`src/pkg/ccl_map.svh`:
```
// Constants for the clean-group line state tracker and its link
`ifndef CCL_MAP_SVH
`define CCL_MAP_SVH

// ----------------------------------------------------------------
// Read address channel operation codes
// ----------------------------------------------------------------
`define CCL_OP_CU 2'h0
`define CCL_OP_CS 2'h1
`define CCL_OP_CI 2'h2

// ----------------------------------------------------------------
// Write address channel operation codes
// ----------------------------------------------------------------
`define CCL_AW_WB 2'h0
`define CCL_AW_WC 2'h1
`define CCL_AW_EV 2'h2

// ----------------------------------------------------------------
// Read response, bit 1 shared flag, bit 0 dirty handover
// ----------------------------------------------------------------
`define CCL_RESP_UNIQ 2'h0
`define CCL_RESP_SHRD 2'h2
`define CCL_RESP_IS 1
`define CCL_RESP_PD 0

// ----------------------------------------------------------------
// Timing
// ----------------------------------------------------------------
`define CCL_CLK_PERIOD_NS 4
`define CCL_WORK_NS 20

`endif

```
`src/pkg/ccl_pkg.sv`:
```
// Line state type used by the master end of the clean-group link and its bench
package ccl_pkg;

  typedef enum logic [2:0] {
    ln_i,
    ln_uc,
    ln_ud,
    ln_sc,
    ln_sd
  } ccl_line_t;

endpackage

```
`src/pkg/ccl_link_if.sv`:
```
// Link between the caching master and the coherent interconnect
`timescale 1ns/100ps
`default_nettype none

interface ccl_link_if #(
  parameter int ADDR_W = 32
) (
  input wire logic clk
);
  logic ar_valid;
  logic ar_ready;
  logic [ADDR_W-1:0] ar_addr;
  logic [1:0] ar_op;
  logic ar_share;
  logic r_valid;
  logic r_ready;
  logic [1:0] r_resp;
  logic aw_valid;
  logic aw_ready;
  logic [ADDR_W-1:0] aw_addr;
  logic [1:0] aw_op;
  logic b_valid;
  logic b_ready;
  logic ac_valid;
  logic ac_ready;
  logic [ADDR_W-1:0] ac_addr;

  modport mst (
    output ar_valid, ar_addr, ar_op, ar_share, r_ready, aw_valid, aw_addr, aw_op,
    output b_ready, ac_ready,
    input ar_ready, r_valid, r_resp, aw_ready, b_valid, ac_valid, ac_addr
  );

  modport icn (
    input ar_valid, ar_addr, ar_op, ar_share, r_ready, aw_valid, aw_addr, aw_op,
    input b_ready, ac_ready,
    output ar_ready, r_valid, r_resp, aw_ready, b_valid, ac_valid, ac_addr
  );
endinterface

`default_nettype wire

```
`src/ccl_mst.sv`:
```
// Master end: line states for clean-group maintenance and the store after it
`timescale 1ns/100ps
`default_nettype none
`include "ccl_map.svh"

module ccl_mst #(
  parameter int ADDR_W = 32,
  parameter int IDX_W = 4,
  parameter int LINE_B = 6
) (
  input wire logic clk,
  input wire logic rst,
  ccl_link_if.mst lnk,
  input wire logic op_valid,
  input wire logic [1:0] op_code,
  input wire logic [ADDR_W-1:0] op_addr,
  input wire logic op_shareable,
  output logic op_ready,
  output logic op_done,
  output logic op_err,
  output logic op_evicted,
  input wire logic st_valid,
  input wire logic st_full,
  input wire logic st_skip,
  output logic st_ready,
  input wire logic [ADDR_W-1:0] lk_addr,
  output ccl_pkg::ccl_line_t lk_state,
  output logic snp_dirty
);
  localparam int DEPTH = 1 << IDX_W;

  // ----------------------------------------------------------------
  // Elaboration checks
  // ----------------------------------------------------------------
  if (IDX_W < 1 || IDX_W + LINE_B > ADDR_W) begin : g_bad_idx
    $error("index does not fit address");
  end

  typedef enum {m_idle, m_wr_aw, m_wr_b, m_ar, m_r, m_store, m_ev_aw, m_ev_b} ccl_mst_st_t;

  function automatic logic [IDX_W-1:0] idx_of(input logic [ADDR_W-1:0] a);
    idx_of = a[IDX_W+LINE_B-1:LINE_B];
  endfunction

  function automatic logic is_dirty(input ccl_pkg::ccl_line_t s);
    is_dirty = (s == ccl_pkg::ln_ud) || (s == ccl_pkg::ln_sd);
  endfunction

  // Legal end state for a start state and answer; bit 3 is the legal flag.
  // Only the expected end state is ever taken, never a looser alternative.
  function automatic logic [3:0] xlate(input logic [1:0] op, input ccl_pkg::ccl_line_t s,
                                       input logic [1:0] rs);
    xlate = {1'b0, ccl_pkg::ln_i};
    case (op)
      `CCL_OP_CU: begin
        if (rs == `CCL_RESP_UNIQ) begin
          case (s)
            ccl_pkg::ln_sc: xlate = {1'b1, ccl_pkg::ln_uc};
            ccl_pkg::ln_sd: xlate = {1'b1, ccl_pkg::ln_ud};
            default: xlate = {1'b1, s};
          endcase
        end
      end
      `CCL_OP_CS: begin
        if (s == ccl_pkg::ln_i && (rs == `CCL_RESP_UNIQ || rs == `CCL_RESP_SHRD)) begin
          xlate = {1'b1, ccl_pkg::ln_i};
        end else if (s == ccl_pkg::ln_uc && rs == `CCL_RESP_UNIQ) begin
          xlate = {1'b1, ccl_pkg::ln_uc};
        end else if (s == ccl_pkg::ln_sc && rs == `CCL_RESP_UNIQ) begin
          xlate = {1'b1, ccl_pkg::ln_uc};
        end else if (s == ccl_pkg::ln_sc && rs == `CCL_RESP_SHRD) begin
          xlate = {1'b1, ccl_pkg::ln_sc};
        end
      end
      `CCL_OP_CI: begin
        if (s == ccl_pkg::ln_i && rs == `CCL_RESP_UNIQ) begin
          xlate = {1'b1, ccl_pkg::ln_i};
        end
      end
      default: xlate = {1'b0, ccl_pkg::ln_i};
    endcase
  endfunction

  ccl_mst_st_t st_q, st_d;
  ccl_pkg::ccl_line_t lines_q [DEPTH];
  logic [1:0] op_q, aw_op_q;
  logic [ADDR_W-1:0] addr_q;
  logic ar_valid_q, aw_valid_q, r_ready_q, b_ready_q, ac_ready_q;
  logic op_ready_q, op_done_q, op_err_q, op_evicted_q, st_ready_q, snp_dirty_q, op_shareable_q;
  ccl_pkg::ccl_line_t lk_state_q;

  // ----------------------------------------------------------------
  // Decode
  // ----------------------------------------------------------------
  wire ac_hs = lnk.ac_valid && ac_ready_q;
  wire [IDX_W-1:0] ac_idx = idx_of(lnk.ac_addr);
  wire op_hs = op_valid && op_ready_q && !ac_hs;
  wire [IDX_W-1:0] new_idx = idx_of(op_addr);
  wire [IDX_W-1:0] idx_w = idx_of(addr_q);
  ccl_pkg::ccl_line_t new_line, cur_line;
  assign new_line = lines_q[new_idx];
  assign cur_line = lines_q[idx_w];
  wire bad_share = op_code == `CCL_OP_CU && !op_shareable;
  wire need_wc = op_code == `CCL_OP_CS && is_dirty(new_line);
  wire need_wb = op_code == `CCL_OP_CI && is_dirty(new_line);
  wire [3:0] xl = xlate(op_q, (ac_hs && ac_idx == idx_w) ? ccl_pkg::ln_i : cur_line, lnk.r_resp);
  wire r_hs = lnk.r_valid && r_ready_q;
  wire b_hs = lnk.b_valid && b_ready_q;
  wire st_hs = st_valid && st_ready_q;
  wire cur_unique = cur_line == ccl_pkg::ln_uc || cur_line == ccl_pkg::ln_ud;
  // An invalid line may only allocate through a full store
  wire st_alloc = st_full || (cur_unique && !st_skip);
  wire st_evict = !st_alloc && cur_line == ccl_pkg::ln_i;

  // ----------------------------------------------------------------
  // Next state
  // ----------------------------------------------------------------
  always_comb begin
    st_d = st_q;
    case (st_q)
      m_idle: begin
        if (op_hs && !bad_share) begin
          st_d = (need_wc || need_wb) ? m_wr_aw : m_ar;
        end
      end
      m_wr_aw: st_d = lnk.aw_ready ? m_wr_b : m_wr_aw;
      m_wr_b: st_d = b_hs ? m_ar : m_wr_b;
      m_ar: st_d = lnk.ar_ready ? m_r : m_ar;
      m_r: begin
        if (r_hs) begin
          st_d = (xl[3] && op_q == `CCL_OP_CU) ? m_store : m_idle;
        end
      end
      m_store: begin
        if (st_hs) begin
          st_d = st_evict ? m_ev_aw : m_idle;
        end
      end
      m_ev_aw: st_d = lnk.aw_ready ? m_ev_b : m_ev_aw;
      m_ev_b: st_d = b_hs ? m_idle : m_ev_b;
      default: st_d = m_idle;
    endcase
  end

  // ----------------------------------------------------------------
  // Line state table
  // ----------------------------------------------------------------
  always_ff @(posedge clk) begin
    if (rst) begin
      for (int i = 0; i < DEPTH; i++) begin
        lines_q[i] <= ccl_pkg::ln_i;
      end
    end else begin
      // Snoops are taken only while idle or waiting on an answer
      if (ac_hs) begin
        lines_q[ac_idx] <= ccl_pkg::ln_i;
      end
      if (op_hs && !bad_share && op_code == `CCL_OP_CI && !need_wb) begin
        lines_q[new_idx] <= ccl_pkg::ln_i;
      end
      if (st_q == m_wr_b && b_hs) begin
        if (aw_op_q == `CCL_AW_WB) begin
          lines_q[idx_w] <= ccl_pkg::ln_i;
        end else begin
          lines_q[idx_w] <= (cur_line == ccl_pkg::ln_sd) ? ccl_pkg::ln_sc
                                                          : ccl_pkg::ln_uc;
        end
      end
      if (r_hs && xl[3]) begin
        lines_q[idx_w] <= ccl_pkg::ccl_line_t'(xl[2:0]);
      end
      if (st_hs && st_alloc) begin
        lines_q[idx_w] <= ccl_pkg::ln_ud;
      end
    end
  end

  // ----------------------------------------------------------------
  // Request registers and registered outputs
  // ----------------------------------------------------------------
  always_ff @(posedge clk) begin
    if (rst) begin
      st_q <= m_idle;
      op_q <= 2'h0;
      aw_op_q <= 2'h0;
      addr_q <= '0;
      op_shareable_q <= 1'b0;
    end else begin
      st_q <= st_d;
      if (op_hs) begin
        op_q <= op_code;
        op_shareable_q <= op_shareable;
        addr_q <= op_addr;
        aw_op_q <= need_wb ? `CCL_AW_WB : `CCL_AW_WC;
      end
      if (st_hs && st_evict) begin
        aw_op_q <= `CCL_AW_EV;
      end
    end
  end

  always_ff @(posedge clk) begin
    if (rst) begin
      ar_valid_q <= 1'b0;
      aw_valid_q <= 1'b0;
      r_ready_q <= 1'b0;
      b_ready_q <= 1'b0;
      ac_ready_q <= 1'b0;
      op_ready_q <= 1'b0;
      op_done_q <= 1'b0;
      op_err_q <= 1'b0;
      op_evicted_q <= 1'b0;
      st_ready_q <= 1'b0;
      snp_dirty_q <= 1'b0;
      lk_state_q <= ccl_pkg::ln_i;
    end else begin
      ar_valid_q <= st_d == m_ar;
      aw_valid_q <= st_d == m_wr_aw || st_d == m_ev_aw;
      r_ready_q <= st_d == m_r;
      b_ready_q <= st_d == m_wr_b || st_d == m_ev_b;
      // No snoop is let in between the unique answer and the store
      ac_ready_q <= st_d == m_idle || st_d == m_r;
      op_ready_q <= st_d == m_idle;
      st_ready_q <= st_d == m_store;
      op_err_q <= (op_hs && bad_share) || (r_hs && !xl[3]);
      op_done_q <= (op_hs && bad_share) || (r_hs && st_d == m_idle) ||
                   (st_hs && !st_evict) || (st_q == m_ev_b && b_hs);
      op_evicted_q <= st_q == m_ev_b && b_hs;
      snp_dirty_q <= ac_hs && is_dirty(lines_q[ac_idx]);
      lk_state_q <= lines_q[idx_of(lk_addr)];
    end
  end

  assign lnk.ar_valid = ar_valid_q;
  assign lnk.ar_addr = addr_q;
  assign lnk.ar_op = op_q;
  assign lnk.ar_share = op_shareable_q;
  assign lnk.aw_valid = aw_valid_q;
  assign lnk.aw_addr = addr_q;
  assign lnk.aw_op = aw_op_q;
  assign lnk.r_ready = r_ready_q;
  assign lnk.b_ready = b_ready_q;
  assign lnk.ac_ready = ac_ready_q;
  assign op_ready = op_ready_q;
  assign op_done = op_done_q;
  assign op_err = op_err_q;
  assign op_evicted = op_evicted_q;
  assign st_ready = st_ready_q;
  assign lk_state = lk_state_q;
  assign snp_dirty = snp_dirty_q;
endmodule

`default_nettype wire

```
`src/flat_wrapper.sv`:
```
// flat-port wrapper written by rule: the top's interface ports become plain ports
module ccl_mst_flat 
#(
  parameter int ADDR_W = 32,
  parameter int IDX_W = 4,
  parameter int LINE_B = 6
)
  (clk, rst, op_valid, op_code, op_addr, op_shareable, op_ready, op_done, op_err, op_evicted, st_valid, st_full, st_skip, st_ready, lk_addr, lk_state, snp_dirty, lnk_ar_valid, lnk_ar_addr, lnk_ar_op, lnk_ar_share, lnk_r_ready, lnk_aw_valid, lnk_aw_addr, lnk_aw_op, lnk_b_ready, lnk_ac_ready, lnk_ar_ready, lnk_r_valid, lnk_r_resp, lnk_aw_ready, lnk_b_valid, lnk_ac_valid, lnk_ac_addr);
  ccl_link_if #(.ADDR_W(ADDR_W)) lnk_i (.clk(clk));
  input wire logic clk;
  input wire logic rst;
  input wire logic op_valid;
  input wire logic [1:0] op_code;
  input wire logic [ADDR_W-1:0] op_addr;
  input wire logic op_shareable;
  output logic op_ready;
  output logic op_done;
  output logic op_err;
  output logic op_evicted;
  input wire logic st_valid;
  input wire logic st_full;
  input wire logic st_skip;
  output logic st_ready;
  input wire logic [ADDR_W-1:0] lk_addr;
  output ccl_pkg::ccl_line_t lk_state;
  output logic snp_dirty;
  output wire logic [$bits(lnk_i.ar_valid)-1:0] lnk_ar_valid;
  output wire logic [$bits(lnk_i.ar_addr)-1:0] lnk_ar_addr;
  output wire logic [$bits(lnk_i.ar_op)-1:0] lnk_ar_op;
  output wire logic [$bits(lnk_i.ar_share)-1:0] lnk_ar_share;
  output wire logic [$bits(lnk_i.r_ready)-1:0] lnk_r_ready;
  output wire logic [$bits(lnk_i.aw_valid)-1:0] lnk_aw_valid;
  output wire logic [$bits(lnk_i.aw_addr)-1:0] lnk_aw_addr;
  output wire logic [$bits(lnk_i.aw_op)-1:0] lnk_aw_op;
  output wire logic [$bits(lnk_i.b_ready)-1:0] lnk_b_ready;
  output wire logic [$bits(lnk_i.ac_ready)-1:0] lnk_ac_ready;
  input wire logic [$bits(lnk_i.ar_ready)-1:0] lnk_ar_ready;
  input wire logic [$bits(lnk_i.r_valid)-1:0] lnk_r_valid;
  input wire logic [$bits(lnk_i.r_resp)-1:0] lnk_r_resp;
  input wire logic [$bits(lnk_i.aw_ready)-1:0] lnk_aw_ready;
  input wire logic [$bits(lnk_i.b_valid)-1:0] lnk_b_valid;
  input wire logic [$bits(lnk_i.ac_valid)-1:0] lnk_ac_valid;
  input wire logic [$bits(lnk_i.ac_addr)-1:0] lnk_ac_addr;
  assign lnk_ar_valid = lnk_i.ar_valid;
  assign lnk_ar_addr = lnk_i.ar_addr;
  assign lnk_ar_op = lnk_i.ar_op;
  assign lnk_ar_share = lnk_i.ar_share;
  assign lnk_r_ready = lnk_i.r_ready;
  assign lnk_aw_valid = lnk_i.aw_valid;
  assign lnk_aw_addr = lnk_i.aw_addr;
  assign lnk_aw_op = lnk_i.aw_op;
  assign lnk_b_ready = lnk_i.b_ready;
  assign lnk_ac_ready = lnk_i.ac_ready;
  assign lnk_i.ar_ready = lnk_ar_ready;
  assign lnk_i.r_valid = lnk_r_valid;
  assign lnk_i.r_resp = lnk_r_resp;
  assign lnk_i.aw_ready = lnk_aw_ready;
  assign lnk_i.b_valid = lnk_b_valid;
  assign lnk_i.ac_valid = lnk_ac_valid;
  assign lnk_i.ac_addr = lnk_ac_addr;
  ccl_mst #(.ADDR_W(ADDR_W), .IDX_W(IDX_W), .LINE_B(LINE_B)) u_core (.clk(clk), .rst(rst), .lnk(lnk_i), .op_valid(op_valid), .op_code(op_code), .op_addr(op_addr), .op_shareable(op_shareable), .op_ready(op_ready), .op_done(op_done), .op_err(op_err), .op_evicted(op_evicted), .st_valid(st_valid), .st_full(st_full), .st_skip(st_skip), .st_ready(st_ready), .lk_addr(lk_addr), .lk_state(lk_state), .snp_dirty(snp_dirty));
endmodule
```
`config.mk`:
```
export PLATFORM = sky130hd
export DESIGN_NAME = ccl_mst_flat
export DESIGN_NICKNAME = d
export VERILOG_FILES = /design/src/pkg/ccl_pkg.sv /design/src/pkg/ccl_link_if.sv /design/src/ccl_mst.sv /design/src/flat_wrapper.sv
export VERILOG_INCLUDE_DIRS = /design/src /design/src/pkg
export SDC_FILE = /design/constraint.sdc
export NUM_CORES = 1
export LEC_CHECK = 0
export BUFFER_PORTS_ARGS = -buffer_cell sky130_fd_sc_hd__buf_2
export CORE_MARGIN = 3
export CORE_UTILIZATION = 53
export DETAILED_ROUTE_END_ITERATION = 16
export PLACE_DENSITY = 0.81
export SLEW_MARGIN = 15
export SYNTH_ARGS = -nofsm -noshare
export SYNTH_HDL_FRONTEND = slang
export SYNTH_SLANG_ARGS = --single-unit
```
`constraint.sdc`:
```
create_clock -name clk -period 3.8 [get_ports clk]
set_input_delay 0.38 -clock clk [delete_from_list [all_inputs] [get_ports clk]]
set_output_delay 0.38 -clock clk [all_outputs]
set_load 0.01 [all_outputs]
```
# Word level (Yosys, flattened, before mapping)
# Memories as Yosys holds them, arrays and structs flattened. A register that Yosys moved wholly into a read port is not among the register bits.
# Index checks and enable logic that the tools add are counted.
# op_classes
n_eq_ne	32
muxes	61
bitwise_logic	3
reduce_logical	65
# ops
cell	n
32-bit one-hot mux with 8 select lines	1
32-bit by 3-bit equality test with 1-bit output, second input constant	7
32-bit by 4-bit equality test with 1-bit output, second input constant	5
32-bit by 2-bit equality test with 1-bit output, second input constant	3
32-bit 2-to-1 mux	3
32-bit logical NOT	2
4-bit 2-to-1 mux	11
3-bit 2-to-1 mux	11
32-bit by 1-bit equality test with 1-bit output, second input constant	1
1-bit logical AND	31
1-bit 2-to-1 mux	28
1-bit logical OR	13
3-bit by 2-bit equality test with 1-bit output, second input constant	4
3-bit equality test, second input constant	4
4-bit one-hot mux with 3 select lines	1
2-bit 2-to-1 mux	5
3-bit OR reduction	3
1-bit logical NOT	8
2-bit logical NOT	4
2-bit equality test, second input constant	3
3-bit by 1-bit equality test with 1-bit output, second input constant	2
3-bit logical NOT	2
3-bit one-hot mux with 2 select lines	1
2-bit by 1-bit equality test with 1-bit output, second input constant	2
4 further kinds	6
# totals
ff_bits	80
mem_bits_rw	48
in_bits	112
out_inout_bits	83
elab_cells	179
mem_count	1
# memory_table
memory	depth	width	rd	rd_ports_with_merged_regs	write_ports	line_no	source
u_core.lines_q	16	3	4	2	16	ccl_mst.sv:85	ccl_pkg::ccl_line_t lines_q [DEPTH];

# Longest topological paths before layout
# logic_depth
ltp_word	19
mapped_depth	12
mapped_depth_nobuf	8

# Worst setup path before layout
# OpenSTA, ideal clock, no wires.
# synth_path
path_kind	input port to flip-flop
startpoint	in op_addr[6]
endpoint	mem u_core.lines_q[8][0] (netlist name), enable pin
setup_ns	0.261
arrival_ns	3.046
t_required_ns	3.539
path_slack_ns	0.493
stages	8
n_path_buf	2
cell_sequence	buf_2 > buf_2 > mux4_2 > mux4_2 > or2_1 > nand2_1 > mux2_2 > a221o_1
# synth_rtl
item	line_no	source
start: declaration	flat_wrapper.sv:14	input wire logic [ADDR_W-1:0] op_addr;
end: declaration	ccl_mst.sv:85	

==> reports/metrics.yaml <==
final_layout:
  nNetsFinal: 922
  layout-drive-gt1-share_pct: 31.0
  n_antenna_cell: 0
  n_fill_cell: 981
  final-instance-count-excl-fill: 995
  area_growth_syn_to_layout_pct: 19.0
power_and_ir_drop:
  peakVddDrop_mv: 0.310
  post-layout-total-power_mw: 3.61
  leakagePower_nw: 3.61
  power_density_nw_per_um2: 423
sta:
  tns_ps: 0
  finalSetupViolCount: 0
  post-route-worst-setup-slack_ps: 246
  fin_crit_sh_pct: 93.5
  layout_min_cycle_time_ps: 3550
  grt_setup_unrepaired: "false"
  hold_viol: 0
  relSlewSlack_pct: 43.8
  skew_ps: 7.38
  worst_slew_pin_slew_ps: 820
  fmax_ghz: 0.281
  drv_slew: 0
setup_path:
  endpoint_kind: "register"
  max_stage_delay_ps: 700
  crit_chain: "mux4_1 -> mux2i_1 -> mux2i_1 -> nor4_1 -> nand3_1 -> nand2_2 -> buf_4 -> nor3_1 -> buf_4 -> nor4_1"
  critPathSlowestCell: "mux4_1"
  crit_fanout: 18
  crit_arrival_ps: 3750
  crit_family: "multiplexers"
  crit_required_ps: 4000
  cp-start-kind: "register"
  crit_type: "reg -> reg"
  critPathBufInv: 2
synthesis:
  synth_area_per_cell_sq_um: 10.6
  ys_async_sr_fraction_pct: 0
  netlist_area_sq_um: 7190
  ys_seq_elements: 135
  synth-simple-area-share_pct: 18.8
  synth_xor_area_share_pct: 0.975
  synth_ff_type: "dfxtp_1"
  synth-compound-area-share_pct: 9.03
  syn_inst: 681
  ys_seq_area_share_pct: 44.3
  synth_fa_ha_area_share_pct: 0
  synthMostInstantiatedCell: "nand2_1"
  synthMuxAreaShare_pct: 19.1
  yosysTopAreaCell: "dfxtp_1"
  synth_edf_count: 48
  synth_common_cells: "nand2_1, dfxtp_1, nor2_1"
  yosys_warnings: 0
  synth_top_family_by_area: "multiplexers"
  synth.area.top_cells: "dfxtp_1, edfxtp_1, mux4_2, nand2_1, buf_4"
  synth_top_area_share_pct: 24.2
  ys_types: 64
die:
  dieArea_sq_um: 15000
  die_h_microns: 122
  dieWidth_microns: 122
  start_util_pct: 55.6
  coreArea_sq_um: 12900
  num_io_pins: 195
  rows: 41
clocking:
  clkLatencyLatePin_ps: 420
  root_buffer: "clkbuf_16"
  postCtsSetupBuffers: 0
  ctsHtreeMaxLevel: 4
  cts_made_buffers: 17
  cts_hold_buf: 0
  clk_path_buf_depth: 2
  cts_tree: "built"
  cts.clk_slew.worst_paths_ps: 60
  ctsResizeCount: 0
  cts.sinks: 135
grt:
  grt_pass1_wl_microns: 31200
  antenna_found_initial: 0
  grt_max_degree: 41
  track_usage_pct: 27.4
  grt_overflow: 0
  grt_pass1_vias: 5924
routing:
  routed_wl_microns: 20200
  drtPass1Iterations: 5
  vias: 6227
  drt_iter0_drc: 679
  via_per_inst: 6.26
  ant_nets: 0
  avgRoutedWirePerCell_microns: 20.3
  drc: 0
place:
  dpl.hpwl_microns: 14700
  place_ws_ps: 371
  gp_congestion: 1.01
  dp_cells: 963
  portBuffers: 138
hold_path:
  hold_class: "in -> reg"
status:
  outcome: "finished, final reports clean"
run:
  drv_cap: 0
-- flip-flops by register name (all words and copies together), names as in the netlist, 2 cells and up, named ones only --
| register | count |
|---|---|
| u_core.lines_q | 48 |
| u_core.lnk.ar_addr | 32 |
| u_core.st_q | 32 |
| u_core.lk_state | 3 |
| u_core.lnk.ar_op | 2 |
| u_core.lnk.aw_op | 2 |
-- where the power goes --
group	total, mW	switching (mW)	internal, mW
combinational	0.375	0.206	0.169
clock	1.65	0.705	0.941
sequential	1.59	0.0456	1.55
-- routing by layer --
metal	vias up	GRT usage [%]	routed length [microns]
met5	-	0	0
met4	0	10.6	697
met3	75	7.00	2610
met2	502	46.1	9730
met1	2923	34.0	7180
li1	2727	-	-
-- stage by stage --
| stage | hold WS (ps) | area, sq um | util (%) |
|---|---|---|---|
| after floorplan | 481 | 7290 | - |
| after global placement | 445 | 7950 | 61.5 |
| after detailed placement | 457 | 7950 | 61.5 |
| after CTS | 181 | 8550 | 66.2 |
| after global routing | 187 | 8550 | 66.2 |
| final | 193 | 8550 | 66.2 |
-- path summary, 6_finish.rpt --
| kind | cells after the start | to | slack (ps) | startpoint |
|---|---|---|---|---|
| worst max register to register | 10 | u_core.lines_q[5][0] | 250 | register |
| worst max-delay path | 10 | u_core.lines_q[5][0] | 250 | register |
| worst min register to register | 2 | u_core.lnk.ar_share | 460 | u_core.lnk.ar_share |
| worst min-delay path | 3 | u_core.lnk.ar_addr[1] | 190 | op_addr[1] |
-- cell families (layout without fill, tap and decap cells) --
kind of cell | Yosys count | in the layout
simple gates | 274 | 274
mux | 65 | 65
xor+xnor | 8 | 8
other cells | 1 | 29
flops | 135 | 135
compound gates | 93 | 93
buf+inv | 105 | 219
-- cell type report --
type / instances / area, sq um / area share [%]
timing repair buffer: 164 / 911 / 10.7
tap: 172 / 215 / 2.52
clock buffer: 17 / 425 / 4.97
multi-input combinational: 469 / 3560 / 41.6
sequential: 135 / 3180 / 37.2
inverter: 23 / 86.3 / 1.01
clock inverter: 15 / 175 / 2.05
-- worst register-to-register path: stages, from the launching register on --
cell and delay [ps]:
dfxtp_1 670, mux4_1 710, mux2i_1 170, mux2i_1 280, nor4_1 350, nand3_1 140, nand2_2 90, buf_4 240
nor3_1 70, buf_4 220, nor4_1 380
-- layout by cell type, fill, tap and decap left out, types with 23 or more instances in the layout --
master | netlist | layout
a21oi_1 | 44 | 44
buf_2 | 6 | 138
buf_4 | 33 | 24
conb_1 | 1 | 29
dfxtp_1 | 87 | 87
edfxtp_1 | 48 | 48
inv_1 | 23 | 23
mux4_2 | 47 | 47
nand2_1 | 105 | 105
nor2_1 | 51 | 51
nor4_1 | 32 | 32
(Power assumes the default switching activity.)
